### config.mk
export PLATFORM = sky130hd
export DESIGN_NAME = sarctl_top
export DESIGN_NICKNAME = d
export VERILOG_FILES = /design/src/hdl/sarctl_pkg.sv /design/src/hdl/sarctl_top.sv
export SDC_FILE = /design/constraint.sdc
export NUM_CORES = 1
export LEC_CHECK = 0
export ABC_AREA = 1
export BUFFER_PORTS_ARGS = -buffer_cell sky130_fd_sc_hd__buf_4
export CAP_MARGIN = 10
export CELL_PAD_IN_SITES_DETAIL_PLACEMENT = 1
export CELL_PAD_IN_SITES_GLOBAL_PLACEMENT = 1
export CORE_ASPECT_RATIO = 0.7
export CORE_UTILIZATION = 36
export DETAILED_ROUTE_END_ITERATION = 6
export PLACE_DENSITY = 0.78
export RECOVER_POWER = 100
export SYNTH_ARGS = -nofsm -noshare
export SYNTH_HDL_FRONTEND = slang
export SYNTH_SLANG_ARGS = --single-unit
### constraint.sdc
create_clock -name clk -period 1.6 [get_ports clk]
set_clock_uncertainty 0.15 [all_clocks]
set_input_delay 0.08 -clock clk [delete_from_list [all_inputs] [get_ports clk]]
set_output_delay 0.08 -clock clk [all_outputs]
set_load 0.05 [all_outputs]
### src/hdl/sarctl_pkg.sv
// constants for the sampling converter control logic
package sarctl_pkg;
   localparam int RES_BITS = 12;
   localparam int SHORT_BITS = 8;
   localparam int CLK_PERIOD_NS = 8;
   // least convert-low time
   localparam int CONV_LOW_NS = 25;
   localparam int CONV_LOW_CYC = (CONV_LOW_NS + CLK_PERIOD_NS - 1) / CLK_PERIOD_NS;
   // longest throughput: conversion plus next acquisition
   localparam int THRU_MAX_NS = 8500;
   localparam int THRU_MAX_CYC = THRU_MAX_NS / CLK_PERIOD_NS;
   // acquisition time allowed after a conversion
   localparam int ACQ_NS = 1400;
   localparam int ACQ_CYC = (ACQ_NS + CLK_PERIOD_NS - 1) / CLK_PERIOD_NS;
   // cycles per approximation step
   localparam int STEP_CYC_DEF = 8;
   // status falls this many cycles after the result is latched
   localparam int STS_LAG_CYC = 2;
   localparam logic [11:0] RES_RESET = 12'h000;
   localparam logic [3:0] NIBBLE_ZERO = 4'h0;
   typedef enum logic [2:0] {
      SARCTL_TRACK = 3'b001,
      SARCTL_CONV = 3'b010,
      SARCTL_DONE = 3'b100
   } sarctl_state_t;
endpackage

### src/hdl/sarctl_top.sv
// control and host interface of a 12-bit successive-approximation converter
`timescale 1ns/1ps
// Notes on behaviour
// - convert-low edge holds input, starts conversion
// - status high throughout conversion until data latched; here it falls STS_LAG_CYC (2) cycles after the latch
// - bus floats, starts ignored while converting
// - track again as soon as conversion ends
// - conversion plus acquisition within 8.5 us
// - enable must be high; rising edge starts
// - select must be low; falling edge starts
// - read_not_convert low starts conversion
// - read_not_convert high for reading data
// - byte select at start: 1 short, 0 full
// - byte read: 0 upper eight, 1 low nibble
// - word width high drives all twelve bits
// - low byte left justified, zero lower nibble
// - stand-alone: only read_not_convert toggles
// - result is straight binary code
// - approximation from msb down, comparator decides
// - length latched at start; short leaves lsbs zero
// - last of three controls starts conversion
// - bus driven only when all four conditions hold
module sarctl_top
   import sarctl_pkg::*;
#(
   parameter int STEP_CYC = STEP_CYC_DEF
) (
   input wire logic clk,
   input wire logic rst,
   input wire logic enable_high_strobe,
   input wire logic select_low_n,
   input wire logic read_not_convert,
   input wire logic byte_or_length_sel,
   input wire logic word_width_sel,
   input wire logic comp_out,
   output logic [11:0] trial_code,
   output logic sample_track,
   output logic status,
   output logic [11:0] result_bus_o,
   output logic [11:0] result_bus_oe
);
   // ---------------------------------------------
   // elaboration checks
   // ---------------------------------------------
   initial begin
      if (STEP_CYC < 1 || STEP_CYC > 255) begin
         $error("sarctl_top: STEP_CYC out of range");
      end
      if (STEP_CYC * (RES_BITS + 1) + STS_LAG_CYC + ACQ_CYC > THRU_MAX_CYC) begin
         $error("sarctl_top: throughput exceeds limit");
      end
      if (SHORT_BITS < 1 || SHORT_BITS > RES_BITS) begin
         $error("sarctl_top: short length out of range");
      end
      if (RES_BITS != 12) begin
         $error("sarctl_top: result width must be twelve");
      end
      if (CONV_LOW_CYC > 15) begin
         $error("sarctl_top: low-time count exceeds counter");
      end
      if (STS_LAG_CYC < 1 || STS_LAG_CYC > 3) begin
         $error("sarctl_top: status lag out of range");
      end
   end

   // ---------------------------------------------
   // start detection
   // ---------------------------------------------
   logic start_ok_now;
   logic start_ok_r;
   logic start_evt;
   logic rnc_low_long;
   logic [3:0] low_cnt_r;
   logic [3:0] low_cnt_nxt;
   sarctl_state_t state_r;
   sarctl_state_t state_nxt;

   logic en_ok;
   logic sel_ok;
   logic conv_req;

   assign en_ok = enable_high_strobe;
   assign sel_ok = ~select_low_n;
   assign conv_req = ~read_not_convert;
   // all three controls in the convert state
   assign start_ok_now = en_ok & sel_ok & conv_req;
   // the last control to arrive makes the edge
   assign start_evt = start_ok_now & ~start_ok_r & (state_r == SARCTL_TRACK);
   assign low_cnt_nxt = read_not_convert ? 4'h0 :
      ((low_cnt_r == 4'hf) ? low_cnt_r : low_cnt_r + 4'h1);
   assign rnc_low_long = (low_cnt_r >= 4'(CONV_LOW_CYC));

   always_ff @(posedge clk) begin
      if (rst) begin
         start_ok_r <= 1'b1;
      end else begin
         start_ok_r <= start_ok_now;
      end
   end

   // low time of the convert request
   always_ff @(posedge clk) begin
      if (rst) begin
         low_cnt_r <= 4'h0;
      end else begin
         low_cnt_r <= low_cnt_nxt;
      end
   end

   // ---------------------------------------------
   // approximation sequencer
   // ---------------------------------------------
   logic short_r;
   logic [3:0] bit_idx_r;
   logic [3:0] bit_idx_nxt;
   logic [7:0] step_cnt_r;
   logic [7:0] step_cnt_nxt;
   logic [11:0] sar_r;
   logic [11:0] sar_nxt;
   logic [11:0] res_r;
   logic [11:0] res_nxt;
   logic [1:0] lag_r;
   logic [1:0] lag_nxt;
   logic step_end;
   logic last_bit;
   logic [3:0] stop_idx;

   function automatic logic [11:0] bit_mask(input logic [3:0] idx);
      bit_mask = 12'h001 << idx;
   endfunction

   // ---------------------------------------------
   // approximation step decode
   // ---------------------------------------------
   logic conv_step;
   logic [11:0] cur_mask;

   assign step_end = (step_cnt_r == 8'(STEP_CYC - 1));
   // one approximation step ends in this cycle
   assign conv_step = (state_r == SARCTL_CONV) & step_end;
   assign cur_mask = bit_mask(bit_idx_r);
   assign stop_idx = short_r ? 4'(RES_BITS - SHORT_BITS) : 4'h0;
   assign last_bit = (bit_idx_r == stop_idx);
   assign bit_idx_nxt = start_evt ? 4'(RES_BITS - 1) :
      ((conv_step && !last_bit) ? bit_idx_r - 4'h1 : bit_idx_r);
   assign step_cnt_nxt = (start_evt || step_end) ? 8'h00 : step_cnt_r + 8'h01;

   always_comb begin
      sar_nxt = sar_r;
      if (start_evt) begin
         sar_nxt = RES_RESET;
      end else if (conv_step) begin
         if (comp_out) begin
            // input at or above the trial: keep the bit
            sar_nxt = sar_r | cur_mask;
         end else begin
            // trial too large: leave the bit clear
            sar_nxt = sar_r & ~cur_mask;
         end
      end
   end

   // trial code shown to the comparator: kept bits plus the bit under test
   assign trial_code = sar_r | ((state_r == SARCTL_CONV) ? cur_mask : RES_RESET);

   // ---------------------------------------------
   // result latch and status lag
   // ---------------------------------------------

   always_comb begin
      state_nxt = state_r;
      res_nxt = res_r;
      lag_nxt = lag_r;
      unique case (state_r)
         SARCTL_TRACK: begin
            if (start_evt) begin
               state_nxt = SARCTL_CONV;
            end
         end
         SARCTL_CONV: begin
            if (step_end && last_bit) begin
               // straight binary; short conversions keep lsbs zero
               res_nxt = sar_nxt;
               lag_nxt = 2'(STS_LAG_CYC);
               state_nxt = SARCTL_DONE;
            end
         end
         SARCTL_DONE: begin
            if (lag_r == 2'd1 || lag_r == 2'd0) begin
               state_nxt = SARCTL_TRACK;
            end else begin
               lag_nxt = lag_r - 2'd1;
            end
         end
         default: state_nxt = SARCTL_TRACK;
      endcase
   end

   // ---------------------------------------------
   // sequencer registers
   // ---------------------------------------------
   always_ff @(posedge clk) begin
      if (rst) begin
         state_r <= SARCTL_TRACK;
         lag_r <= 2'd0;
      end else begin
         state_r <= state_nxt;
         lag_r <= lag_nxt;
      end
   end

   // conversion length is taken only at the start edge
   always_ff @(posedge clk) begin
      if (rst) begin
         short_r <= 1'b0;
      end else if (start_evt) begin
         short_r <= byte_or_length_sel;
      end
   end

   always_ff @(posedge clk) begin
      if (rst) begin
         bit_idx_r <= 4'h0;
         step_cnt_r <= 8'h00;
      end else begin
         bit_idx_r <= bit_idx_nxt;
         step_cnt_r <= step_cnt_nxt;
      end
   end

   always_ff @(posedge clk) begin
      if (rst) begin
         sar_r <= RES_RESET;
         res_r <= RES_RESET;
      end else begin
         sar_r <= sar_nxt;
         res_r <= res_nxt;
      end
   end

   // ---------------------------------------------
   // status, sampling and output drive
   // ---------------------------------------------
   logic status_r;
   logic read_ok;
   logic [11:0] oe_nxt;
   logic [11:0] data_nxt;
   logic [11:0] oe_r;
   logic [11:0] data_r;

   // hold from the start edge; track again once the result is latched
   assign sample_track = (state_r != SARCTL_CONV) & ~start_evt;
   assign status = status_r;
   assign read_ok = read_not_convert & ~status_r & enable_high_strobe & ~select_low_n
      & ~start_evt;

   // ---------------------------------------------
   // read lane decode
   // ---------------------------------------------
   logic [11:0] word_data;
   logic [11:0] hi_byte_data;
   logic [11:0] lo_byte_data;
   logic [11:0] byte_data;
   logic [11:0] read_oe;

   assign word_data = res_r;
   // byte mode uses lanes 11:4 only; lanes 3:0 stay zero
   assign hi_byte_data = {res_r[11:4], NIBBLE_ZERO};
   assign lo_byte_data = {res_r[3:0], NIBBLE_ZERO, NIBBLE_ZERO};
   assign byte_data = byte_or_length_sel ? lo_byte_data : hi_byte_data;
   assign data_nxt = word_width_sel ? word_data : byte_data;
   assign read_oe = word_width_sel ? 12'hfff : 12'hff0;
   assign oe_nxt = read_ok ? read_oe : 12'h000;

   always_ff @(posedge clk) begin
      if (rst) begin
         status_r <= 1'b0;
      end else begin
         status_r <= start_evt | (state_nxt != SARCTL_TRACK);
      end
   end

   always_ff @(posedge clk) begin
      if (rst) begin
         oe_r <= 12'h000;
         data_r <= RES_RESET;
      end else begin
         oe_r <= oe_nxt;
         data_r <= data_nxt;
      end
   end

   assign result_bus_o = data_r;
   assign result_bus_oe = oe_r;
   // low-time counter kept for the hold request width
   logic unused_ok;
   assign unused_ok = rnc_low_long;
endmodule // sarctl_top
==> results.tsv, run 1 <==
metric	value	unit
status	finished, violations left	
failed_checks	setup timing	
grtUsageMet1	26.1	%
hold_viol_final	0	
dp.final_hpwl	5.55	mm
ir_drop	630	µV
post-route-util	57.8	%
h-tree-depth	3	
layout-drive-gt1-share	47.4	%
p_int	2.29	mW
use_met3	6.16	%
overflow	0	
nNetsFinal	479	
cts_tree	done	
antenna_found_initial	0	
p_leak	1.81	nW
top_usage_layer	met2	
ys_seq_elements	58	
avgSynthCellArea	7.25	µm²
clkPwrFrac	42.6	%
max_freq	0.552	GHz
post-route-min-period	1.81	ns
met2_usage	40.9	%
ys.flop_type	dfxtp_1	
rsz0062_at_grt	true	
synth_warnings	0	
fin_crit_sh	113	%
grt_max_degree	26	
drc	0	
startpoint	bit_idx_r[0]$_SDFFE_PP0P_	
synth_top_area_share	41.6	%
worstSkewPairLatency	0.36	ns
crit_type	reg -> out	
yosys.area.top_type	dfxtp_1	
wire_per_inst	18.0	µm
ys_async_sr_fraction	0	%
synth_cell_types	27	
ant_nets	0	
grt_pass1_wl	13.8	mm
r2r-start	bit_idx_r[0]$_SDFFE_PP0P_	
ios	46	
critPathLaunchType	register	
cts_root_buf	clkbuf_8	
synth_area	2790	µm²
ff2ff_setup_slack	-0.19	ns
worstPathRequired	1.37	ns
cp_cell_sequence	inv_2 -> buf_4 -> ha_4 -> nand3_2 -> o21ai_2 -> buf_6	
vias	2830	
firstDrtPassIters	4	
synth_fp_nets	401	
dieArea	8110	µm²
drt-total-wl	10.2	mm
cpMaxStageDelayCell	dfxtp_2	
rr_endpoint	bit_idx_r[3]$_SDFFE_PP0P_	
clkSlewWorstSetupHoldPaths	0.07	ns
syn2layout_area_growth	53.0	%
cp_max_fo	3	
synthCells	385	
numPortBuffers	45	
grt_pass1_vias	2791	
hold_class	in -> reg	
synthTopCellsByCount	77 x nand2_1, 58 x dfxtp_1, 53 x inv_1	
synth.most_common_cell	nand2_1	
placementRows	26	
synth_area_leaders	dfxtp_1 42%, nand2_1 10%, nand3_1 7.2%	
worst_slack	-0.212	ns
drv_slew	0	
core-area	7380	µm²
cts.sinks	58	
worst_pin_slew	0.636	ns
gp_congestion	0.815	
drv_cap	0	
slew-limit-headroom	57.8	%
start_util	37.8	%
crit_end	trial_code[2]	
pwr_density_cell	736	nW/µm²
fp.dieW	107	µm
max_stage_delay	0.34	ns
power.share.sequential	47.2	%
die_y	75.7	µm
reg2reg_depth	12	
setup-tns-final	-6.01	ns
final-setup-viol-count	50	
clk_path_buf_depth	2	
antenna_cells	0	
synth_edf_count	0	
drt_iter0_drc	119	
switchingPower	0.854	mW
critPathArrivalTime	1.58	ns
numCtsBuffers	9	
combPwrFrac	10.2	%
grt.total_usage	23.2	%
switching_share	27.2	%
viasPerCell	5.00	
end_kind	output pin	
yosysSeqAreaShare	41.6	%
## registers in the layout, summed over array words and instances (netlist names)
name / count
bit_idx_r: 4
lag_r: 2
res_r: 12
result_bus_o: 12
result_bus_oe: 2
sar_r: 12
short_r: 1
start_ok_r: 1
state_r: 3
status: 1
step_cnt_r: 8
## power by group through the flow
| stage | sequential [mW] | combinational (mW) | clock (mW) |
|---|---|---|---|
| after floorplan | 1.53 | 0.128 | 0 |
| after global placement | 1.51 | 0.232 | 0 |
| after detailed placement | 1.51 | 0.240 | 0 |
| after CTS | 1.48 | 0.297 | 1.37 |
| after global routing | 1.48 | 0.341 | 1.44 |
| final | 1.48 | 0.320 | 1.34 |
## per-stage QoR
stage | std cells | total power [mW] | hold WS, ns | worst slack, ns | area, µm²
global placement | 527 | 1.74 | 0.213 | -0.0155 | 3370
CTS | 558 | 3.15 | 0.0757 | -0.203 | 4050
global route | 566 | 3.26 | 0.165 | -0.285 | 4270
finish | 566 | 3.14 | 0.143 | -0.212 | 4270
floorplan | 385 | 1.66 | 0.00679 | -0.0643 | 2840
detailed placement | 527 | 1.75 | 0.208 | -0.0958 | 3370
## cell families after synthesis
family | synth area share (%)
xor+xnor | 0.942
flops | 41.6
simple gates | 30.9
compound gates | 9.33
buf+inv | 13.6
fa+ha+maj | 3.59
## routing by layer
layer / share of wire [%] / vias up
met4: 2.2 / 0
li1: - / 1359
met5: 0 / -
met3: 3.3 / 23
met2: 53 / 62
met1: 41 / 1386
## cells in the final DEF (no fill, tap or decap), drive strengths merged
| cell type | n |
|---|---|
| nand2 | 78 |
| nor2 | 52 |
| ha | 8 |
| nor3 | 9 |
| dfxtp | 58 |
| nand3 | 46 |
| buf | 55 |
| nand4 | 3 |
| inv | 57 |
| clkinv | 4 |
| xor2 | 3 |
| o21ai | 21 |
| bufinv | 1 |
| dlygate4sd3 | 6 |
| a21oi | 23 |
| clkbuf | 40 |
| nand3b | 1 |
| clkinvlp | 1 |
| or2 | 1 |
| a31oi | 1 |
## worst min path at each step
stage | cells past startpoint | endpoint | slack, ns | from
2_1_floorplan | 1 | result_bus_o[4]$_SDFF_PP0_ | 0.007 | rst
3_3_place_gp | 3 | result_bus_oe[10]$_SDFF_PP0_ | 0.21 | read_not_convert
3_5_place_dp | 3 | result_bus_oe[10]$_SDFF_PP0_ | 0.21 | read_not_convert
4_1_cts | 7 | state_r[0]$_SDFF_PP1_ | 0.08 | select_low_n
5_1_grt | 6 | state_r[0]$_SDFF_PP1_ | 0.17 | enable_high_strobe
6_report | 7 | state_r[0]$_SDFF_PP1_ | 0.14 | select_low_n
## worst max-delay path, delay by kind of cell (launching register included)
family                     cells  cell delay [ns]
AOI/OAI and AO/OA              1             0.21
adders and majority gates      1             0.15
buffers and inverters          3             0.40
DFF                            1             0.34
and+or+nand+nor                1             0.12
## cell type report
| class | instances | area, µm² |
|---|---|---|
| Inverter | 57 | 229 |
| Sequential cell | 58 | 1170 |
| Clock buffer | 10 | 128 |
| Timing Repair Buffer | 91 | 793 |
| Fill cell | 893 | 3120 |
| Multi-Input combinational cell | 246 | 1770 |
| Clock inverter | 6 | 57.6 |
| Tap cell | 98 | 123 |
## timing repair
item | in CTS | in global routing
setup buffers | 8 | 9
pin swaps | 19 | 29
resized for setup | 89 | 78
endpoints found under the setup margin | 41 | 49
hold buffers | 6 | 0
cloned | 1 | 1
endpoints found under the hold margin | 10 | 0
Note: power is estimated with default switching activity, not from simulation.
==> run 2, diff against run 1 <==
--- a/config.mk
+++ b/config.mk
@@ -5,13 +5,12 @@
 export SDC_FILE = /design/constraint.sdc
 export NUM_CORES = 1
 export LEC_CHECK = 0
-export ABC_AREA = 1
 export BUFFER_PORTS_ARGS = -buffer_cell sky130_fd_sc_hd__buf_4
 export CAP_MARGIN = 10
 export CELL_PAD_IN_SITES_DETAIL_PLACEMENT = 1
 export CELL_PAD_IN_SITES_GLOBAL_PLACEMENT = 1
 export CORE_ASPECT_RATIO = 0.7
-export CORE_UTILIZATION = 36
+export CORE_UTILIZATION = 38
 export DETAILED_ROUTE_END_ITERATION = 6
 export PLACE_DENSITY = 0.78
 export RECOVER_POWER = 100
==> run 2 against run 1 <==
Compared with the run above: the run ends with hold timing, setup timing left; hold slack lost 0.16 ns; maximum frequency shrank 10%; synthesized area shrank 3.1%; register-to-register slack got worse by 0.23 ns; die area is 8.0% lower; combinational power up 19%; sequential cell count is the same; sequential share of layout area decreased by 2.6 points; global-route usage increased by 10 points; clock power increased by 25%; critical path depth stayed put; synthesized cell count down 24%; critical endpoint is now res_r[6]$_SDFFE_PP0P_; largest power group is now the clock network.
==> results.tsv, run 2 <==
metric	value	unit	change
grtUsageMet1	41.4	%	+15 points
drc	0		unchanged
worst_slack	-0.418	ns	-0.207 ns
final_common_cell	buf_4		
ys_async_sr_fraction	0	%	unchanged
antenna_cells	0		unchanged
yosys.area.top_type	dfxtp_1		
dp_slack	-0.291	ns	-0.195 ns
drv_cap	0		unchanged
synth_top_area_share	42.9	%	+1.3 points
cts_root_buf	clkbuf_8		
synth_fp_nets	307		-23%
use_met3	7.85	%	+1.7 points
p_int	2.49	mW	+9.0%
numCtsBuffers	9		unchanged
cts.sinks	58		unchanged
synth_cell_types	51		+89%
numPortBuffers	45		unchanged
post-route-min-period	2.02	ns	+0.207 ns
critPathArrivalTime	2.12	ns	+0.54 ns
drt_iter0_drc	248		+110%
drt-total-wl	14.7	mm	+44%
status	finished, violations left		
layout.cells.non_filler	524		-7.4%
fin_crit_sh	126	%	+13 points
met2_usage	55.5	%	+15 points
dpl.cell_count	461		-13%
avgSynthCellArea	9.29	µm²	+28%
max_freq	0.495	GHz	-10%
cp_max_fo	4		+1
cts_tree	done		
placementRows	25		-3.8%
hold_ws	-0.0207	ns	-0.164 ns
worstHoldPathCells	4		-3
combPwrFrac	10.8	%	+0.6 points
ant_nets	0		unchanged
layout-drive-gt1-share	59.5	%	+12 points
drv_slew	0		unchanged
firstDrtPassIters	4		unchanged
grt_max_degree	21		-19%
failed_checks	hold timing, setup timing		
overflow	0		unchanged
antenna_found_initial	0		unchanged
switching_share	29.0	%	+1.9 points
core-area	6820	µm²	-7.7%
synth_edf_count	0		unchanged
worstPathRequired	1.70	ns	+0.33 ns
grt_pass1_wl	17.8	mm	+29%
ir_drop	578	µV	-8.3%
grt.total_usage	33.1	%	+10 points
clkPwrFrac	47.6	%	+5.0 points
start_util	39.7	%	+1.9 points
clk_path_buf_depth	2		unchanged
synth.most_common_cell	dfxtp_1		
synth_area	2700	µm²	-3.1%
hold_class	in -> reg		
gp_congestion	0.843		+3.4%
syn2layout_area_growth	78.3	%	
rr_endpoint	res_r[6]$_SDFFE_PP0P_		
nNetsFinal	441		-7.9%
crit_type	reg -> reg		
synth_warnings	0		unchanged
wire_per_inst	28.0	µm	+56%
clkSlewWorstSetupHoldPaths	0.09	ns	+0.02 ns
slew-limit-headroom	45.7	%	-12 points
power.share.sequential	41.6	%	-5.6 points
layout_common_cells	69 x buf_4, 45 x dfxtp_1, 28 x buf_6		
end_kind	register		
vias	3037		+7.3%
rsz0062_at_grt	true		
pwr_density_cell	729	nW/µm²	-0.95%
synth_area_leaders	dfxtp_1 43%, ha_1 3.7%, o22ai_2 3.7%		
reg2reg_depth	6		-6
top_usage_layer	met2		
ys_seq_elements	58		unchanged
yosysSeqAreaShare	42.9	%	+1.3 points
cts_hold_buffers	7		+1
ff2ff_setup_slack	-0.42	ns	-0.23 ns
post-route-util	70.7	%	+13 points
h-tree-depth	3		unchanged
final-setup-viol-count	56		+12%
critPathLaunchType	register		
synthTopCellsByCount	58 x dfxtp_1, 26 x nor2_1, 25 x nand2_1		
ios	46		unchanged
grt_pass1_vias	3149		+13%
viasPerCell	5.80		+16%
switchingPower	1.02	mW	+20%
ys.flop_type	dfxtp_1		
die_y	72.6	µm	-4.1%
min_to	bit_idx_r[1]$_SDFFE_PP0P_		
synthCells	291		-24%
p_leak	1.91	nW	+5.9%
hold_viol_final	1		+1
fp.dieW	103	µm	-4.1%
worst_pin_slew	0.813	ns	+0.177 ns
worstSkewPairLatency	0.37	ns	about the same
hold_start	select_low_n		
r2r-start	bit_idx_r[2]$_SDFFE_PP0P_		
dieArea	7460	µm²	-8.0%
dp.final_hpwl	6.10	mm	+9.9%
[run 2: cell count changes in the layout (fill, tap and decap cells not counted), moves of 14 or more]
cell | previous run | this run
nor2_1 | 40 | 16
buf_4 | 28 | 69
nand3_2 | 22 | 2
nand2_4 | 15 | 1
inv_1 | 43 | 7
nand2_2 | 27 | 0
[run 2: layout make-up]
cell class | instances | area (µm²)
clock inverters | 7 | 101
clock buffers | 9 | 124
multi-input cells | 199 | 1980
repair buffers | 146 | 1260
fillers | 682 | 2000
flip-flops and latches | 58 | 1200
inverters | 11 | 48.8
well taps | 94 | 118
[run 2: worst max-delay path by stage]
stage	start	to	slack, ns	cells past startpoint
floorplan	state_r[0]$_SDFF_PP1_	res_r[0]$_SDFFE_PP0P_	-0.20	6
global placement	state_r[1]$_SDFF_PP0_	res_r[5]$_SDFFE_PP0P_	-0.23	4
detailed placement	state_r[1]$_SDFF_PP0_	res_r[6]$_SDFFE_PP0P_	-0.29	4
CTS	state_r[2]$_SDFF_PP0_	trial_code[2]	-0.30	4
global route	bit_idx_r[2]$_SDFFE_PP0P_	res_r[6]$_SDFFE_PP0P_	-0.45	6
finish	bit_idx_r[2]$_SDFFE_PP0P_	res_r[6]$_SDFFE_PP0P_	-0.42	6
[run 2: cell families after synthesis]
logic type / count (synthesis) / synth area share, %
and+or+nand+nor: 121 / 26.2
DFF: 58 / 42.9
xor gates and xnor gates: 8 / 2.59
muxes: 8 / 2.96
adders and majority gates: 8 / 3.70
AOI/OAI and AO/OA: 54 / 14.7
buffers and inverters: 34 / 6.89
[run 2: repair_timing]
item	in CTS	in global routing
endpoints found under the setup margin	54	56
endpoints found under the hold margin	15	1
cloned	2	0
resized for setup	89	91
pin swaps	22	38
setup buffers	13	26
[run 2: critical path, stage by stage, from the launching register on]
cell and delay [ns]:
dfxtp_4 0.39, buf_8 0.11, buf_4 0.15, nor3b_1 0.33, nand4_1 0.27, o22ai_2 0.34
o22ai_2 0.14
[run 2: metal layers]
metal | vias up | part of all wire (%)
met2 | 159 | 48
met1 | 1527 | 41
met3 | 63 | 6.2
li1 | 1288 | -
met4 | 0 | 4.4
met5 | - | 0
[run 2: power by group through the flow]
stage	sequential [mW]	clock [mW]	combinational (mW)
after CTS	1.46	1.58	0.278
final	1.46	1.67	0.381
after global routing	1.46	1.71	0.394
after detailed placement	1.50	0	0.236
after global placement	1.50	0	0.229
after floorplan	1.51	0	0.135
[run 2: per-stage QoR]
stage | setup TNS [ns] | power, mW | area [µm²] | hold slack [ns]
final | -16.03 | 3.52 | 4820 | -0.0207
after global routing | -17.75 | 3.57 | 4820 | -0.0122
after CTS | -9.49 | 3.32 | 4360 | 0.0151
after detailed placement | -7.61 | 1.74 | 3540 | 0.176
after global placement | -5.68 | 1.73 | 3540 | 0.174
after floorplan | -2.16 | 1.64 | 2850 | 0.00214
